$ cat config.mk
export PLATFORM = sky130hd
export DESIGN_NAME = tmr01_ctrl
export DESIGN_NICKNAME = d
export VERILOG_FILES = /design/src/rtl/tmr01_pkg.sv /design/src/rtl/tmr01_ctrl.sv
export SDC_FILE = /design/constraint.sdc
export NUM_CORES = 1
export LEC_CHECK = 0
export BUFFER_PORTS_ARGS = -buffer_cell sky130_fd_sc_hd__buf_4
export CAP_MARGIN = 15
export CORE_MARGIN = 2
export CORE_UTILIZATION = 55
export DETAILED_ROUTE_END_ITERATION = 7
export PLACE_DENSITY = 0.87
export SLEW_MARGIN = 20
export SYNTH_ARGS = -nofsm -noshare
export SYNTH_HDL_FRONTEND = slang
export SYNTH_SLANG_ARGS = --single-unit
$ cat constraint.sdc
create_clock -name clk -period 2.18 [get_ports clk]
set_clock_uncertainty 0.15 [all_clocks]
set_input_delay 0.218 -clock clk [delete_from_list [all_inputs] [get_ports clk]]
set_output_delay 0.218 -clock clk [all_outputs]
set_load 0.02 [all_outputs]
$ cat src/rtl/tmr01_pkg.sv
// package for the dual timer/counter and external interrupt flag block
// assumes one core clock; the core's register port and vector acks feed it
package tmr01_pkg;

    // ------------------------------------------------------------
    // register offsets
    // ------------------------------------------------------------
    localparam logic [7:0] ADDR_CTRL = 8'h88;
    localparam logic [7:0] ADDR_MODE = 8'h89;
    localparam logic [7:0] ADDR_A_LO = 8'h8a;
    localparam logic [7:0] ADDR_B_LO = 8'h8b;
    localparam logic [7:0] ADDR_A_HI = 8'h8c;
    localparam logic [7:0] ADDR_B_HI = 8'h8d;

    // ------------------------------------------------------------
    // field positions
    // ------------------------------------------------------------
    localparam int CTRL_FLAG_B  = 7;
    localparam int CTRL_RUN_B   = 6;
    localparam int CTRL_FLAG_A  = 5;
    localparam int CTRL_RUN_A   = 4;
    localparam int CTRL_EXT_B   = 3;
    localparam int CTRL_TRIG_B  = 2;
    localparam int CTRL_EXT_A   = 1;
    localparam int CTRL_TRIG_A  = 0;
    localparam int MODE_GATE_B  = 7;
    localparam int MODE_SRC_B   = 6;
    localparam int MODE_B_LSB   = 4;
    localparam int MODE_GATE_A  = 3;
    localparam int MODE_SRC_A   = 2;
    localparam int MODE_A_LSB   = 0;

    // ------------------------------------------------------------
    // reset values and counting limits
    // ------------------------------------------------------------
    localparam logic [7:0] RST_CTRL  = 8'h00;
    localparam logic [7:0] RST_MODE  = 8'h00;
    localparam logic [7:0] RST_DATA  = 8'h00;
    localparam logic [4:0] PRESC_MAX = 5'h1f;
    localparam logic [7:0] BYTE_MAX  = 8'hff;

    typedef enum logic [1:0] {
        MODE_PRESCALE = 2'b00,
        MODE_CASCADE  = 2'b01,
        MODE_RELOAD   = 2'b10,
        MODE_SPLIT    = 2'b11
    } tmr_mode_type;

    typedef struct packed {
        logic [7:0] addr;
        logic [7:0] wdata;
        logic       wr;
        logic       rd;
    } reg_req_type;

    typedef struct packed {
        logic count_a;
        logic count_b;
        logic ext_a;
        logic ext_b;
    } pin_in_type;

    typedef struct packed {
        logic tmr_a;
        logic tmr_b;
        logic ext_a;
        logic ext_b;
    } irq_set_type;

    typedef struct packed {
        logic [7:0] ctrl;
        logic [7:0] mode;
        logic [7:0] a_lo;
        logic [7:0] a_hi;
        logic [7:0] b_lo;
        logic [7:0] b_hi;
        pin_in_type prev;
        logic [7:0] rdata;
    } tmr_state_type;

endpackage

$ cat src/rtl/tmr01_ctrl.sv
// two timer/counters with mode, run, gating and overflow flags,
// plus the two external interrupt request flags of the control register
// assumes pins already synchronous to clk and one-cycle vector ack pulses
//
// Functional notes
// timer b mode 00: high byte counts behind low-byte 5-bit prescaler; 01: 16-bit
// timer b mode 10: low byte autoreloads from high byte; 11: stopped
// timer a mode 00: high byte behind 5-bit prescaler; 01: 16-bit cascade
// timer a mode 10: low byte counts, reloads from high byte on overflow
// timer a mode 11: low byte is own 8-bit timer with timer a controls
// timer a mode 11: high byte counts clocks only, run by timer b bit
// gating set: timer a counts only while ext pin a high and run set
// source select set counts count-pin events, clear counts core clocks
// timer b overflow sets its flag; vector ack clears it
// timer b run bit turns timer b on and off
// timer a overflow sets its flag; vector ack clears it
// timer a run bit turns timer a on and off
// ext flag b set by falling edge or low level; ack clears in edge mode
// ext flag a set by falling edge or low level; ack clears in edge mode
// in level mode the outside source holds and removes the request
// trigger type b set selects falling edge, clear selects low level
// trigger type a set selects falling edge, clear selects low level
// low four control bits never affect the timers
// timer mode increments once per core clock
// counter mode counts high sample then low sample; source holds each level
// mode 00 count is high byte plus low five bits; run does not clear it
// timer a mode 11 high byte overflow sets timer b flag
`timescale 1ns/1ps

module tmr01_ctrl
    import tmr01_pkg::*;
(
    // clock and reset
    input  wire logic                  clk,
    input  wire logic                  sys_rst,
    // register port
    input  wire tmr01_pkg::reg_req_type bus_req,
    output wire logic [7:0]            rdata,
    // pins and vector acknowledges
    input  wire tmr01_pkg::pin_in_type pins,
    input  wire tmr01_pkg::irq_set_type vec_ack,
    // request flags to the interrupt logic
    output wire tmr01_pkg::irq_set_type irq_flags
);
    import tmr01_pkg::*;

    // ------------------------------------------------------------
    // counting step for modes 00 to 10, shared by both timers
    // ------------------------------------------------------------
    function automatic logic [16:0] step(input logic [1:0] md,
                                         input logic [7:0] lo,
                                         input logic [7:0] hi,
                                         input logic       inc);
        logic [16:0] r;
        logic [16:0] sum;
        r   = {1'b0, hi, lo};
        sum = {1'b0, hi, lo} + 17'h00001;
        if (inc) begin
            case (tmr_mode_type'(md))
                MODE_PRESCALE: begin
                    // upper three low bits are left as they are
                    r[4:0] = lo[4:0] + 5'h01;
                    if (lo[4:0] == PRESC_MAX) begin
                        r[15:8] = hi + 8'h01;
                        r[16]   = (hi == BYTE_MAX);
                    end
                end
                MODE_CASCADE: begin
                    r = sum;
                end
                MODE_RELOAD: begin
                    r[7:0] = (lo == BYTE_MAX) ? hi : lo + 8'h01;
                    r[16]  = (lo == BYTE_MAX);
                end
                default: begin
                    r = {1'b0, hi, lo};
                end
            endcase
        end
        return r;
    endfunction

    tmr_state_type st_q;
    tmr_state_type st_d;

    logic [1:0]  mode_a;
    logic [1:0]  mode_b;
    logic        en_a;
    logic        en_b;
    logic        inc_a;
    logic        inc_b;
    logic        fall_a;
    logic        fall_b;
    logic        fall_int_a;
    logic        fall_int_b;
    logic [16:0] nx_a;
    logic [16:0] nx_b;
    logic        ovf_a;
    logic        ovf_b;
    logic        ovf_split_hi;
    logic [7:0]  rd_val;

    // ------------------------------------------------------------
    // count enables and event detection
    // ------------------------------------------------------------
    assign mode_a = st_q.mode[MODE_A_LSB +: 2];
    assign mode_b = st_q.mode[MODE_B_LSB +: 2];
    // pin samples: high one cycle, low the next
    assign fall_a     = st_q.prev.count_a & ~pins.count_a;
    assign fall_b     = st_q.prev.count_b & ~pins.count_b;
    assign fall_int_a = st_q.prev.ext_a & ~pins.ext_a;
    assign fall_int_b = st_q.prev.ext_b & ~pins.ext_b;
    // run bit, optionally gated by the external interrupt pin
    assign en_a = st_q.ctrl[CTRL_RUN_A] & (~st_q.mode[MODE_GATE_A] | pins.ext_a);
    assign en_b = st_q.ctrl[CTRL_RUN_B] & (~st_q.mode[MODE_GATE_B] | pins.ext_b);
    // clock cycles or count-pin events
    assign inc_a = en_a & (st_q.mode[MODE_SRC_A] ? fall_a : 1'b1);
    assign inc_b = en_b & (st_q.mode[MODE_SRC_B] ? fall_b : 1'b1);

    // ------------------------------------------------------------
    // next counter values
    // ------------------------------------------------------------
    assign nx_a = step(mode_a, st_q.a_lo, st_q.a_hi, inc_a);
    assign nx_b = step(mode_b, st_q.b_lo, st_q.b_hi, inc_b & (mode_b != MODE_SPLIT));
    // split mode: high byte of timer a counts clocks under timer b run
    assign ovf_split_hi = (mode_a == MODE_SPLIT) & st_q.ctrl[CTRL_RUN_B] & (st_q.a_hi == BYTE_MAX);
    assign ovf_a = (mode_a == MODE_SPLIT) ? inc_a & (st_q.a_lo == BYTE_MAX) : nx_a[16];
    // while timer a is split, its high byte owns the timer b flag
    assign ovf_b = (mode_a == MODE_SPLIT) ? ovf_split_hi : nx_b[16];

    // ------------------------------------------------------------
    // read mux, sampled state before this cycle's update
    // ------------------------------------------------------------
    always_comb begin
        case (bus_req.addr)
            ADDR_CTRL: rd_val = st_q.ctrl;
            ADDR_MODE: rd_val = st_q.mode;
            ADDR_A_LO: rd_val = st_q.a_lo;
            ADDR_B_LO: rd_val = st_q.b_lo;
            ADDR_A_HI: rd_val = st_q.a_hi;
            ADDR_B_HI: rd_val = st_q.b_hi;
            default:   rd_val = 8'h00;
        endcase
    end

    // ------------------------------------------------------------
    // next state: counting, then software writes, then flags
    // ------------------------------------------------------------
    always_comb begin
        st_d       = st_q;
        st_d.prev  = pins;
        st_d.rdata = bus_req.rd ? rd_val : 8'h00;
        // counters
        if (mode_a == MODE_SPLIT) begin
            if (inc_a) begin
                st_d.a_lo = st_q.a_lo + 8'h01;
            end
            if (st_q.ctrl[CTRL_RUN_B]) begin
                st_d.a_hi = st_q.a_hi + 8'h01;
            end
        end else begin
            st_d.a_lo = nx_a[7:0];
            st_d.a_hi = nx_a[15:8];
        end
        st_d.b_lo = nx_b[7:0];
        st_d.b_hi = nx_b[15:8];
        // software writes win over counting
        if (bus_req.wr) begin
            case (bus_req.addr)
                ADDR_CTRL: st_d.ctrl = bus_req.wdata;
                ADDR_MODE: st_d.mode = bus_req.wdata;
                ADDR_A_LO: st_d.a_lo = bus_req.wdata;
                ADDR_B_LO: st_d.b_lo = bus_req.wdata;
                ADDR_A_HI: st_d.a_hi = bus_req.wdata;
                ADDR_B_HI: st_d.b_hi = bus_req.wdata;
                default:   st_d.mode = st_d.mode;
            endcase
        end
        // timer flags: ack clears, overflow sets and wins
        if (vec_ack.tmr_a) begin
            st_d.ctrl[CTRL_FLAG_A] = 1'b0;
        end
        if (ovf_a) begin
            st_d.ctrl[CTRL_FLAG_A] = 1'b1;
        end
        if (vec_ack.tmr_b) begin
            st_d.ctrl[CTRL_FLAG_B] = 1'b0;
        end
        if (ovf_b) begin
            st_d.ctrl[CTRL_FLAG_B] = 1'b1;
        end
        // external flags never touch the timers; level mode follows the pin
        if (st_q.ctrl[CTRL_TRIG_A]) begin
            if (vec_ack.ext_a) begin
                st_d.ctrl[CTRL_EXT_A] = 1'b0;
            end
            if (fall_int_a) begin
                st_d.ctrl[CTRL_EXT_A] = 1'b1;
            end
        end else begin
            st_d.ctrl[CTRL_EXT_A] = ~pins.ext_a;
        end
        if (st_q.ctrl[CTRL_TRIG_B]) begin
            if (vec_ack.ext_b) begin
                st_d.ctrl[CTRL_EXT_B] = 1'b0;
            end
            if (fall_int_b) begin
                st_d.ctrl[CTRL_EXT_B] = 1'b1;
            end
        end else begin
            st_d.ctrl[CTRL_EXT_B] = ~pins.ext_b;
        end
    end

    // ------------------------------------------------------------
    // state register
    // ------------------------------------------------------------
    always_ff @(posedge clk) begin
        if (sys_rst) begin
            st_q.ctrl  <= RST_CTRL;
            st_q.mode  <= RST_MODE;
            st_q.a_lo  <= RST_DATA;
            st_q.a_hi  <= RST_DATA;
            st_q.b_lo  <= RST_DATA;
            st_q.b_hi  <= RST_DATA;
            st_q.prev  <= '0;
            st_q.rdata <= 8'h00;
        end else begin
            st_q <= st_d;
        end
    end

    // ------------------------------------------------------------
    // outputs
    // ------------------------------------------------------------
    assign rdata           = st_q.rdata;
    assign irq_flags.tmr_a = st_q.ctrl[CTRL_FLAG_A];
    assign irq_flags.tmr_b = st_q.ctrl[CTRL_FLAG_B];
    assign irq_flags.ext_a = st_q.ctrl[CTRL_EXT_A];
    assign irq_flags.ext_b = st_q.ctrl[CTRL_EXT_B];
endmodule

==> qor.yml, run 1 <==
outcome:
  status: "complete, no violations"
global_routing:
  grt_pass1_vias: 5261
  antenna_found_initial: 0
  grt_overflow_total: 0
  grtUsageTotal: 0.349
  grt_max_degree: 34
  grt_pass1_wl_um: 27000
timing:
  tightest_slew_ns: 0.641
  layout_min_cycle_time_ns: 2.16
  fmaxAchievable_mhz: 464
  finalMaxSlewViolations: 0
  holdWs_ns: 0.0123
  setup_viol: 0
  slew-limit-headroom: 0.571
  rsz0062_at_grt: "yes"
  fin_tns_setup_ns: 0
  min_period_over_period: 0.989
  hold_viol_final: 0
die:
  io_pins: 40
  core_area_um2: 8720
  die-area_um2: 9730
  dieWidth_um: 98.7
  initial_utilization: 0.565
  num_rows: 34
  dieHeight_um: 98.7
power_and_ir_drop:
  power_density_nw_per_um2: 399
  cellLeakagePower_nw: 2.18
  power_mw: 2.39
  ir_worst_vdd_uv: 360
placed_design:
  gp_congestion: 1.01
  dp.cells: 789
  io_buffers: 39
  dp_hpwl_um: 12200
  postPlaceCellArea_um2: 5620
setup_path:
  crit_fanout: 5
  setup.worst_path.end_class: "register"
  arrival_ns: 2.24
  cp.required_ns: 2.26
  startpoint_type: "register"
  critPathKind: "register to register"
logic_synthesis:
  ys_dominant_reg_cell: "dfxtp_1"
  synth_top_family_by_area: "simple AND/OR/NAND/NOR gates"
  synth_edf_count: 0
  synth_nets: 673
  yosysMostFrequentCell: "dfxtp_1"
  synth_seq_cells: 60
  synth_commonest_cells: "60 x dfxtp_1, 54 x nor2_1, 50 x nand2_1"
  syn_area_um2: 4930
  netlist_top_cells_area: "dfxtp_1 24%, a21oi_1 4.7%, mux2i_1 4.5%"
  synth-adder-area-share: 0.0355
  synth_cells: 631
  yosys.cell_types.count: 77
  ys_warn_count: 0
  async_reset_ff_frac: 0
  syn_avg_cell_area_um2: 7.81
  synth_mux_area_frac: 0.0767
  yosys.area.top_type: "dfxtp_1"
  synth_top_area_frac: 0.244
  synth_simple_gate_area_frac: 0.268
  post_synth_xor_area_fraction: 0.0284
  ys_seq_area_frac: 0.244
  synth_compound_area_frac: 0.268
final_layout:
  final_area_um2: 5990
  fillers: 681
  diodes: 0
  final_nets: 741
  syn_to_final_growth_pct: 21.6
  drive_gt1_frac: 0.276
  fin_cells: 812
routing:
  ant_nets: 0
  drc: 0
  via_count: 5572
  first_pass_iters: 8
  wirelength_um: 17400
  initialDrtViolationCount: 776
  post_drt_wl_per_cell_um: 21.4
  routed_via_density: 6.86
clocking:
  cts_tree: "done"
  cts_buffers: 9
  htree_levels: 3
  cts_buffer_depth: 2
  clock_latency_ns: 0.36
  cts.clk_slew.worst_paths_ns: 0.08
  root_buffer: "clkbuf_8"
  clock-sinks: 60
run:
  drv_cap: 0
worst_hold_path:
  hp-class: "input pin to register"
[cell families (layout without fill, tap and decap cells)]
family / after synthesis / count (layout)
multiplexers: 35 / 35
adder cells (fa/ha/maj): 14 / 14
buffers and inverters: 82 / 155
AND/OR/NAND/NOR: 239 / 239
flip-flops: 60 / 60
XOR/XNOR: 16 / 16
AO/OA/AOI/OAI: 185 / 185
[final timing paths]
| path | end | startpoint | depth (start not counted) | slack, ns |
|---|---|---|---|---|
| setup / recovery | st_q[37] | mode_a[0] | 6 | 0.02 |
| hold / removal | irq_flags[3] | vec_ack[3] | 3 | 0.01 |
| setup reg to reg | st_q[37] | mode_a[0] | 6 | 0.02 |
| hold reg to reg | st_q[51] | st_q[51] | 2 | 0.33 |
[stage by stage]
stage / util / setup WS, ns
6_report: 0.687 / 0.0234
4_1_cts: 0.670 / -0.00768
5_1_grt: 0.687 / -0.0968
3_3_place_gp: 0.644 / -0.0336
2_1_floorplan: - / -0.0133
3_5_place_dp: 0.644 / -0.0631
[area by class of cell]
class	count	area [µm²]	share of cell area
clock buffers	9	124	0.0207
well taps	108	135	0.0225
repair buffers	116	910	0.152
multi-input cells	489	3480	0.580
inverters	23	88.8	0.0148
clock inverters	7	51.3	0.00856
flip-flops and latches	60	1210	0.202
[sequential cells by signal, indices dropped and copies added, names as in the netlist]
name       count
irq_flags      4
mode_a         2
mode_b         2
rdata          8
st_q          44
[power by group]
part | switching, mW | internal, mW
sequential | 0.0296 | 1.11
combinational | 0.154 | 0.127
clock | 0.550 | 0.418
total | 0.734 | 1.66
[layer usage]
layer / GRT usage / part of all wire
met1: 0.445 / 0.37
met2: 0.554 / 0.46
met3: 0.0773 / 0.12
met4: 0.181 / 0.050
met5: 0 / 0
[placed cells by master, fill, tap and decap left out, drive strengths merged, types with 7 or more instances in the layout]
cell type | synthesis | routed
o22ai | 9 | 9
nor2 | 57 | 57
buf | 31 | 112
a221oi | 14 | 14
and3 | 10 | 10
inv | 22 | 24
a2111oi | 7 | 7
xnor2 | 7 | 7
a311oi | 9 | 9
nor3 | 16 | 16
dfxtp | 60 | 60
ha | 14 | 14
o21ai | 26 | 26
nand2 | 51 | 51
a21oi | 46 | 46
nand2b | 9 | 9
mux2i | 22 | 22
a211oi | 10 | 10
xor2 | 9 | 9
nor2b | 13 | 13
nand4 | 12 | 12
a31oi | 8 | 8
nand3 | 20 | 20
a22oi | 7 | 7
or3 | 12 | 12
mux2 | 12 | 12
clkbuf | 28 | 9
nor4 | 8 | 8
[worst max-delay path: stages, from the launching register on]
cell and delay (ns):
dfxtp_1 0.44, inv_1 0.10, ha_1 0.24, nor2_2 0.24, o211ai_1 0.33, a221oi_2 0.42, o41ai_1 0.11
[what timing repair did]
action | in CTS | in global routing
pin swaps | 0 | 9
gates resized for setup | 2 | 35
endpoints found under the hold margin | 4 | 0
hold buffers | 4 | 0
gates cloned | 0 | 0
buffers inserted | 1 | 2
endpoints found under the setup margin | 6 | 23
No activity file was read; power rests on OpenSTA's default activity.
==> inputs of run 2 (changes only) <==
--- a/config.mk
+++ b/config.mk
@@ -7,10 +7,12 @@
 export LEC_CHECK = 0
 export BUFFER_PORTS_ARGS = -buffer_cell sky130_fd_sc_hd__buf_4
 export CAP_MARGIN = 15
+export CELL_PAD_IN_SITES_DETAIL_PLACEMENT = 1
+export CELL_PAD_IN_SITES_GLOBAL_PLACEMENT = 1
 export CORE_MARGIN = 2
-export CORE_UTILIZATION = 55
+export CORE_UTILIZATION = 35
 export DETAILED_ROUTE_END_ITERATION = 7
-export PLACE_DENSITY = 0.87
+export PLACE_DENSITY = 0.77
 export SLEW_MARGIN = 20
 export SYNTH_ARGS = -nofsm -noshare
 export SYNTH_HDL_FRONTEND = slang
==> run 2 against run 1 <==
Critical path depth up 3. Largest cell class unchanged. Cell area up 5.8%. Global-route usage down 7.3 points. Combinational power up 5%. Sequential power about the same. Critical endpoint is now irq_flags[2]. Register-to-register slack better by 0.03 ns. Non-clock buffer count up 12. Count of clock-buffer cells in the layout unchanged. Total power up 23%. Maximum frequency up 1.2%. Largest power group is now the clock network.
==> qor.yml, run 2 (synthesis gave the netlist of run 1 again) <==
die:
  initial_utilization: 0.356
  num_rows: 43
  die-area_um2: 15000
  io_pins: 40
  core_area_um2: 13800
  dieWidth_um: 123
  dieHeight_um: 123
placed_design:
  io_buffers: 39
  postPlaceCellArea_um2: 5750
  gp_congestion: 0.916
  place_ws_ns: -0.0458
  dp_hpwl_um: 14800
routing:
  post_drt_wl_per_cell_um: 23.5
  routed_via_density: 6.23
  highest-signal-layer: "met4"
  via_count: 5585
  initialDrtViolationCount: 518
  wl_met2_um: 10100
  wirelength_um: 21100
  drc: 0
  met3WireLength_um: 1330
  first_pass_iters: 5
  wirelength_met1_um: 8930
  ant_nets: 0
power_and_ir_drop:
  power_mw: 2.95
  power_density_nw_per_um2: 466
  cellLeakagePower_nw: 2.28
  ir_worst_vdd_uv: 305
final_layout:
  regMostFlops: "st_q"
  largest_reg_flops: 44
  final_nets: 753
  fillers: 1658
  layout_common_cells: "119 x buf_4, 53 x dfxtp_1, 52 x nor2_1, 49 x nand2_1, 44 x a21oi_1"
  diodes: 0
  final_area_um2: 6340
  final_common_cell: "buf_4"
  syn_to_final_growth_pct: 28.7
  drive_gt1_frac: 0.303
setup_path:
  critPathKind: "register to register"
  cpMaxStageDelayCell: "a211o_1"
  slowest_delay_ns: 0.37
  cp_cell_sequence: "ha_4, nand3_2, inv_2, ha_4, nand4_1, nor2_1, nand2_1, a211o_1, a21oi_2"
  cpMostUsedCell: "ha_4"
  cp.required_ns: 2.30
  crit_fanout: 5
  startpoint_type: "register"
  setup.worst_path.end_class: "register"
  arrival_ns: 2.25
clocking:
  cts_buffers: 9
  htree_levels: 3
  clock_latency_ns: 0.36
  cts.clk_slew.worst_paths_ns: 0.07
  cts_tree: "done"
  clock-sinks: 60
  cts_buffer_depth: 2
  root_buffer: "clkbuf_16"
timing:
  min_period_over_period: 0.978
  finalMaxSlewViolations: 0
  fmaxAchievable_mhz: 469
  tightest_slew_ns: 0.604
  slew-limit-headroom: 0.595
  layout_min_cycle_time_ns: 2.13
  hold_viol_final: 0
  layout_setup_ws_ns: 0.0487
  setup_viol: 0
  holdWs_ns: 0.0100
  rsz0062_at_grt: "yes"
global_routing:
  grt_pass1_vias: 5625
  grt_max_degree: 25
  grt_pass1_wl_um: 31400
  grtUsageTotal: 0.276
  grt_overflow_total: 0
  antenna_found_initial: 0
outcome:
  status: "complete, no violations"
worst_hold_path:
  hp-class: "input pin to register"
run:
  drv_cap: 0
==> run 2: cell types whose count changed in the layout (fill, tap and decap cells not counted), moves of 3 or more <==
cell       before  now
buf_6           1    4
buf_4         109  119
clkbuf_16       0    9
dfxtp_2         4    7
clkbuf_8        9    0
==> run 2: report_power, final <==
group,switching [mW],total [mW],internal [mW]
clock,0.618,1.51,0.891
combinational,0.164,0.296,0.132
sequential,0.0312,1.15,1.12
total,0.813,2.95,2.14
==> run 2: final timing paths <==
check	start	to	slack [ns]	depth (start not counted)
setup / recovery	st_q[21]	irq_flags[2]	0.05	9
hold reg to reg	st_q[51]	st_q[51]	0.34	2
setup reg to reg	st_q[21]	irq_flags[2]	0.05	9
hold / removal	bus_req[5]	st_q[47]	0.01	3
==> run 2: per-stage QoR <==
| step | TNS (ns) | util | std cells |
|---|---|---|---|
| 2_1_floorplan | -0.0133 | - | 631 |
| 3_3_place_gp | 0 | 0.416 | 870 |
| 3_5_place_dp | -0.0476 | 0.416 | 870 |
| 4_1_cts | 0 | 0.443 | 891 |
| 5_1_grt | -0.100 | 0.459 | 896 |
| 6_report | 0 | 0.459 | 896 |
==> run 2: layout make-up <==
type | instances | area, µm² | area share
multi-input combinational | 489 | 3520 | 0.556
inverter | 23 | 90.1 | 0.0142
sequential | 60 | 1210 | 0.191
clock buffer | 9 | 225 | 0.0355
timing repair buffer | 128 | 993 | 0.157
tap | 180 | 225 | 0.0355
clock inverter | 7 | 75.1 | 0.0118
==> run 2: repair_timing <==
item / in CTS / in global routing
gates resized for setup: 6 / 44
pin swaps: 0 / 15
endpoints found under the setup margin: 7 / 25
endpoints found under the hold margin: 4 / 0
setup buffers: 1 / 5
hold buffers: 4 / 0
==> run 2: critical path, delay by kind of cell (launching register included) <==
kind	cells	cell delay, ns
simple gates	4	0.51
fa+ha+maj	2	0.33
flops	1	0.36
compound gates	2	0.59
buf+inv	1	0.10
==> run 2: layer usage <==
| metal | vias to the layer above | GRT usage |
|---|---|---|
| met3 | 51 | 0.0395 |
| li1 | 2518 | - |
| met5 | - | 0 |
| met2 | 223 | 0.457 |
| met1 | 2793 | 0.351 |
| met4 | 0 | 0.131 |
==> inputs of run 3 (changes only) <==
--- a/config.mk
+++ b/config.mk
@@ -10,9 +10,9 @@
 export CELL_PAD_IN_SITES_DETAIL_PLACEMENT = 1
 export CELL_PAD_IN_SITES_GLOBAL_PLACEMENT = 1
 export CORE_MARGIN = 2
-export CORE_UTILIZATION = 35
+export CORE_UTILIZATION = 41
 export DETAILED_ROUTE_END_ITERATION = 7
-export PLACE_DENSITY = 0.77
+export PLACE_DENSITY = 0.87
 export SLEW_MARGIN = 20
 export SYNTH_ARGS = -nofsm -noshare
 export SYNTH_HDL_FRONTEND = slang
==> run 3 against run 2 <==
The flow now finishes with violations (negative setup slack). Clock power about the same. Combinational power increased by 3%. Hold slack better by 0.0084 ns. Sequential cell count unchanged. Non-clock buffer count is 11 lower. Core utilization increased by 6.3 points. Die area is 14% lower. Count of clock-buffer cells in the layout did not move. Via count is 3.4% higher. Critical path type unchanged. Highest routed layer unchanged.
==> qor.yml, run 3 (synthesis gave the netlist of run 1 again) <==
die:
  initial_utilization: 0.416
  num_rows: 40
  core_area_um2: 11900
  io_pins: 40
  dieHeight_um: 114
  die-area_um2: 12900
  dieWidth_um: 114
global_routing:
  grt_overflow_total: 0
  grt_max_degree: 29
  antenna_found_initial: 0
  grt_pass1_wl_um: 32000
  grt_pass1_vias: 5843
  grtUsageTotal: 0.320
timing:
  tightest_slew_ns: 0.603
  holdWs_ns: 0.0184
  slew-limit-headroom: 0.596
  fin_tns_setup_ns: -0.00612
  min_period_over_period: 1.00
  layout_setup_ws_ns: -0.00612
  layout_min_cycle_time_ns: 2.19
  hold_viol_final: 0
  finalMaxSlewViolations: 0
  fmaxAchievable_mhz: 457
  rsz0062_at_grt: "yes"
  setup_viol: 1
power_and_ir_drop:
  power_mw: 2.93
  power_density_nw_per_um2: 473
  power.internal_mw: 2.14
  ir_worst_vdd_uv: 251
  cellLeakagePower_nw: 2.25
  p_comb_frac: 0.104
  seqPwrFrac: 0.390
  swShare: 0.270
  p_clk_frac: 0.506
  p_sw_mw: 0.791
final_layout:
  final_common_cell: "buf_4"
  regMostFlops: "st_q"
  final_nets: 742
  largest_reg_flops: 44
  syn_to_final_growth_pct: 25.7
  diodes: 0
  layout_common_cells: "110 x buf_4, 52 x nor2_1, 52 x dfxtp_1, 49 x nand2_1, 45 x a21oi_1"
  final_area_um2: 6190
  drive_gt1_frac: 0.287
routing:
  drc: 0
  post_drt_wl_per_cell_um: 25.2
  initialDrtViolationCount: 685
  ant_nets: 0
  first_pass_iters: 5
  routed_via_density: 6.78
  via_count: 5776
  wirelength_um: 21500
setup_path:
  setup.worst_path.end_class: "register"
  startpoint_type: "register"
  cp.required_ns: 2.28
  arrival_ns: 2.29
  crit_fanout: 5
  critPathKind: "register to register"
clocking:
  cts_tree: "done"
  clock-sinks: 60
  htree_levels: 3
  cts.clk_slew.worst_paths_ns: 0.06
  clock_latency_ns: 0.34
  cts_buffers: 9
  root_buffer: "clkbuf_16"
  cts_buffer_depth: 2
placed_design:
  postPlaceCellArea_um2: 5660
  gp_congestion: 0.970
  dp_hpwl_um: 14600
  io_buffers: 39
run:
  drv_cap: 0
outcome:
  violations: "negative setup slack"
  status: "finished with violations"
worst_hold_path:
  hp-class: "input pin to register"
[run 3: worst paths after layout]
check	startpoint	endpoint	slack, ns	cells past startpoint
worst max-delay path	st_q[36]	st_q[30]	-0.006	8
worst min-delay path	bus_req[5]	st_q[47]	0.02	3
worst min register to register	st_q[51]	st_q[51]	0.33	2
worst max register to register	st_q[36]	st_q[30]	-0.006	8
[run 3: power by group through the flow]
stage          logic [mW]  clock network (mW)  registers, mW
3_5_place_dp        0.279                   0           1.17
5_1_grt             0.316                1.53           1.14
6_report            0.304                1.48           1.14
4_1_cts             0.290                1.49           1.14
3_3_place_gp        0.267                   0           1.16
2_1_floorplan       0.155                   0           1.15
[run 3: critical path: stages (launching register included)]
cell	delay [ns]
dfxtp_2	0.33
ha_4	0.18
and3_1	0.21
ha_4	0.19
buf_4	0.16
a21oi_1	0.16
o221ai_1	0.14
a221o_1	0.37
a211oi_2	0.22
[run 3: through the flow]
stage               setup WS (ns)  utilization  std cells
floorplan                 -0.0133            -        631
global placement          -0.0407        0.477        827
detailed placement         -0.129        0.477        827
CTS                       0.00125        0.511        850
global route               -0.116        0.522        852
finish                   -0.00612        0.522        852
[run 3: area by class of cell]
type	instances	area [µm²]
Fill cell	1419	5670
Multi-Input combinational cell	489	3490
Sequential cell	60	1210
Timing Repair Buffer	117	916
Clock buffer	9	225
Tap cell	147	184
Inverter	23	86.3
Clock inverter	7	75.1
[run 3: what timing repair did]
item / 4_1_cts / 5_1_grt
hold endpoints to repair: 5 / 0
setup buffers: 2 / 2
setup endpoints to repair: 11 / 23
pin swaps: 2 / 12
resized for setup: 12 / 27
hold buffers: 5 / 0
[run 3: routing by layer]
metal / vias up / track usage / part of all wire
li1: 2491 / - / -
met1: 2801 / 0.400 / 0.39
met2: 380 / 0.516 / 0.47
met3: 104 / 0.0675 / 0.093
met4: 0 / 0.173 / 0.050
met5: - / 0 / 0
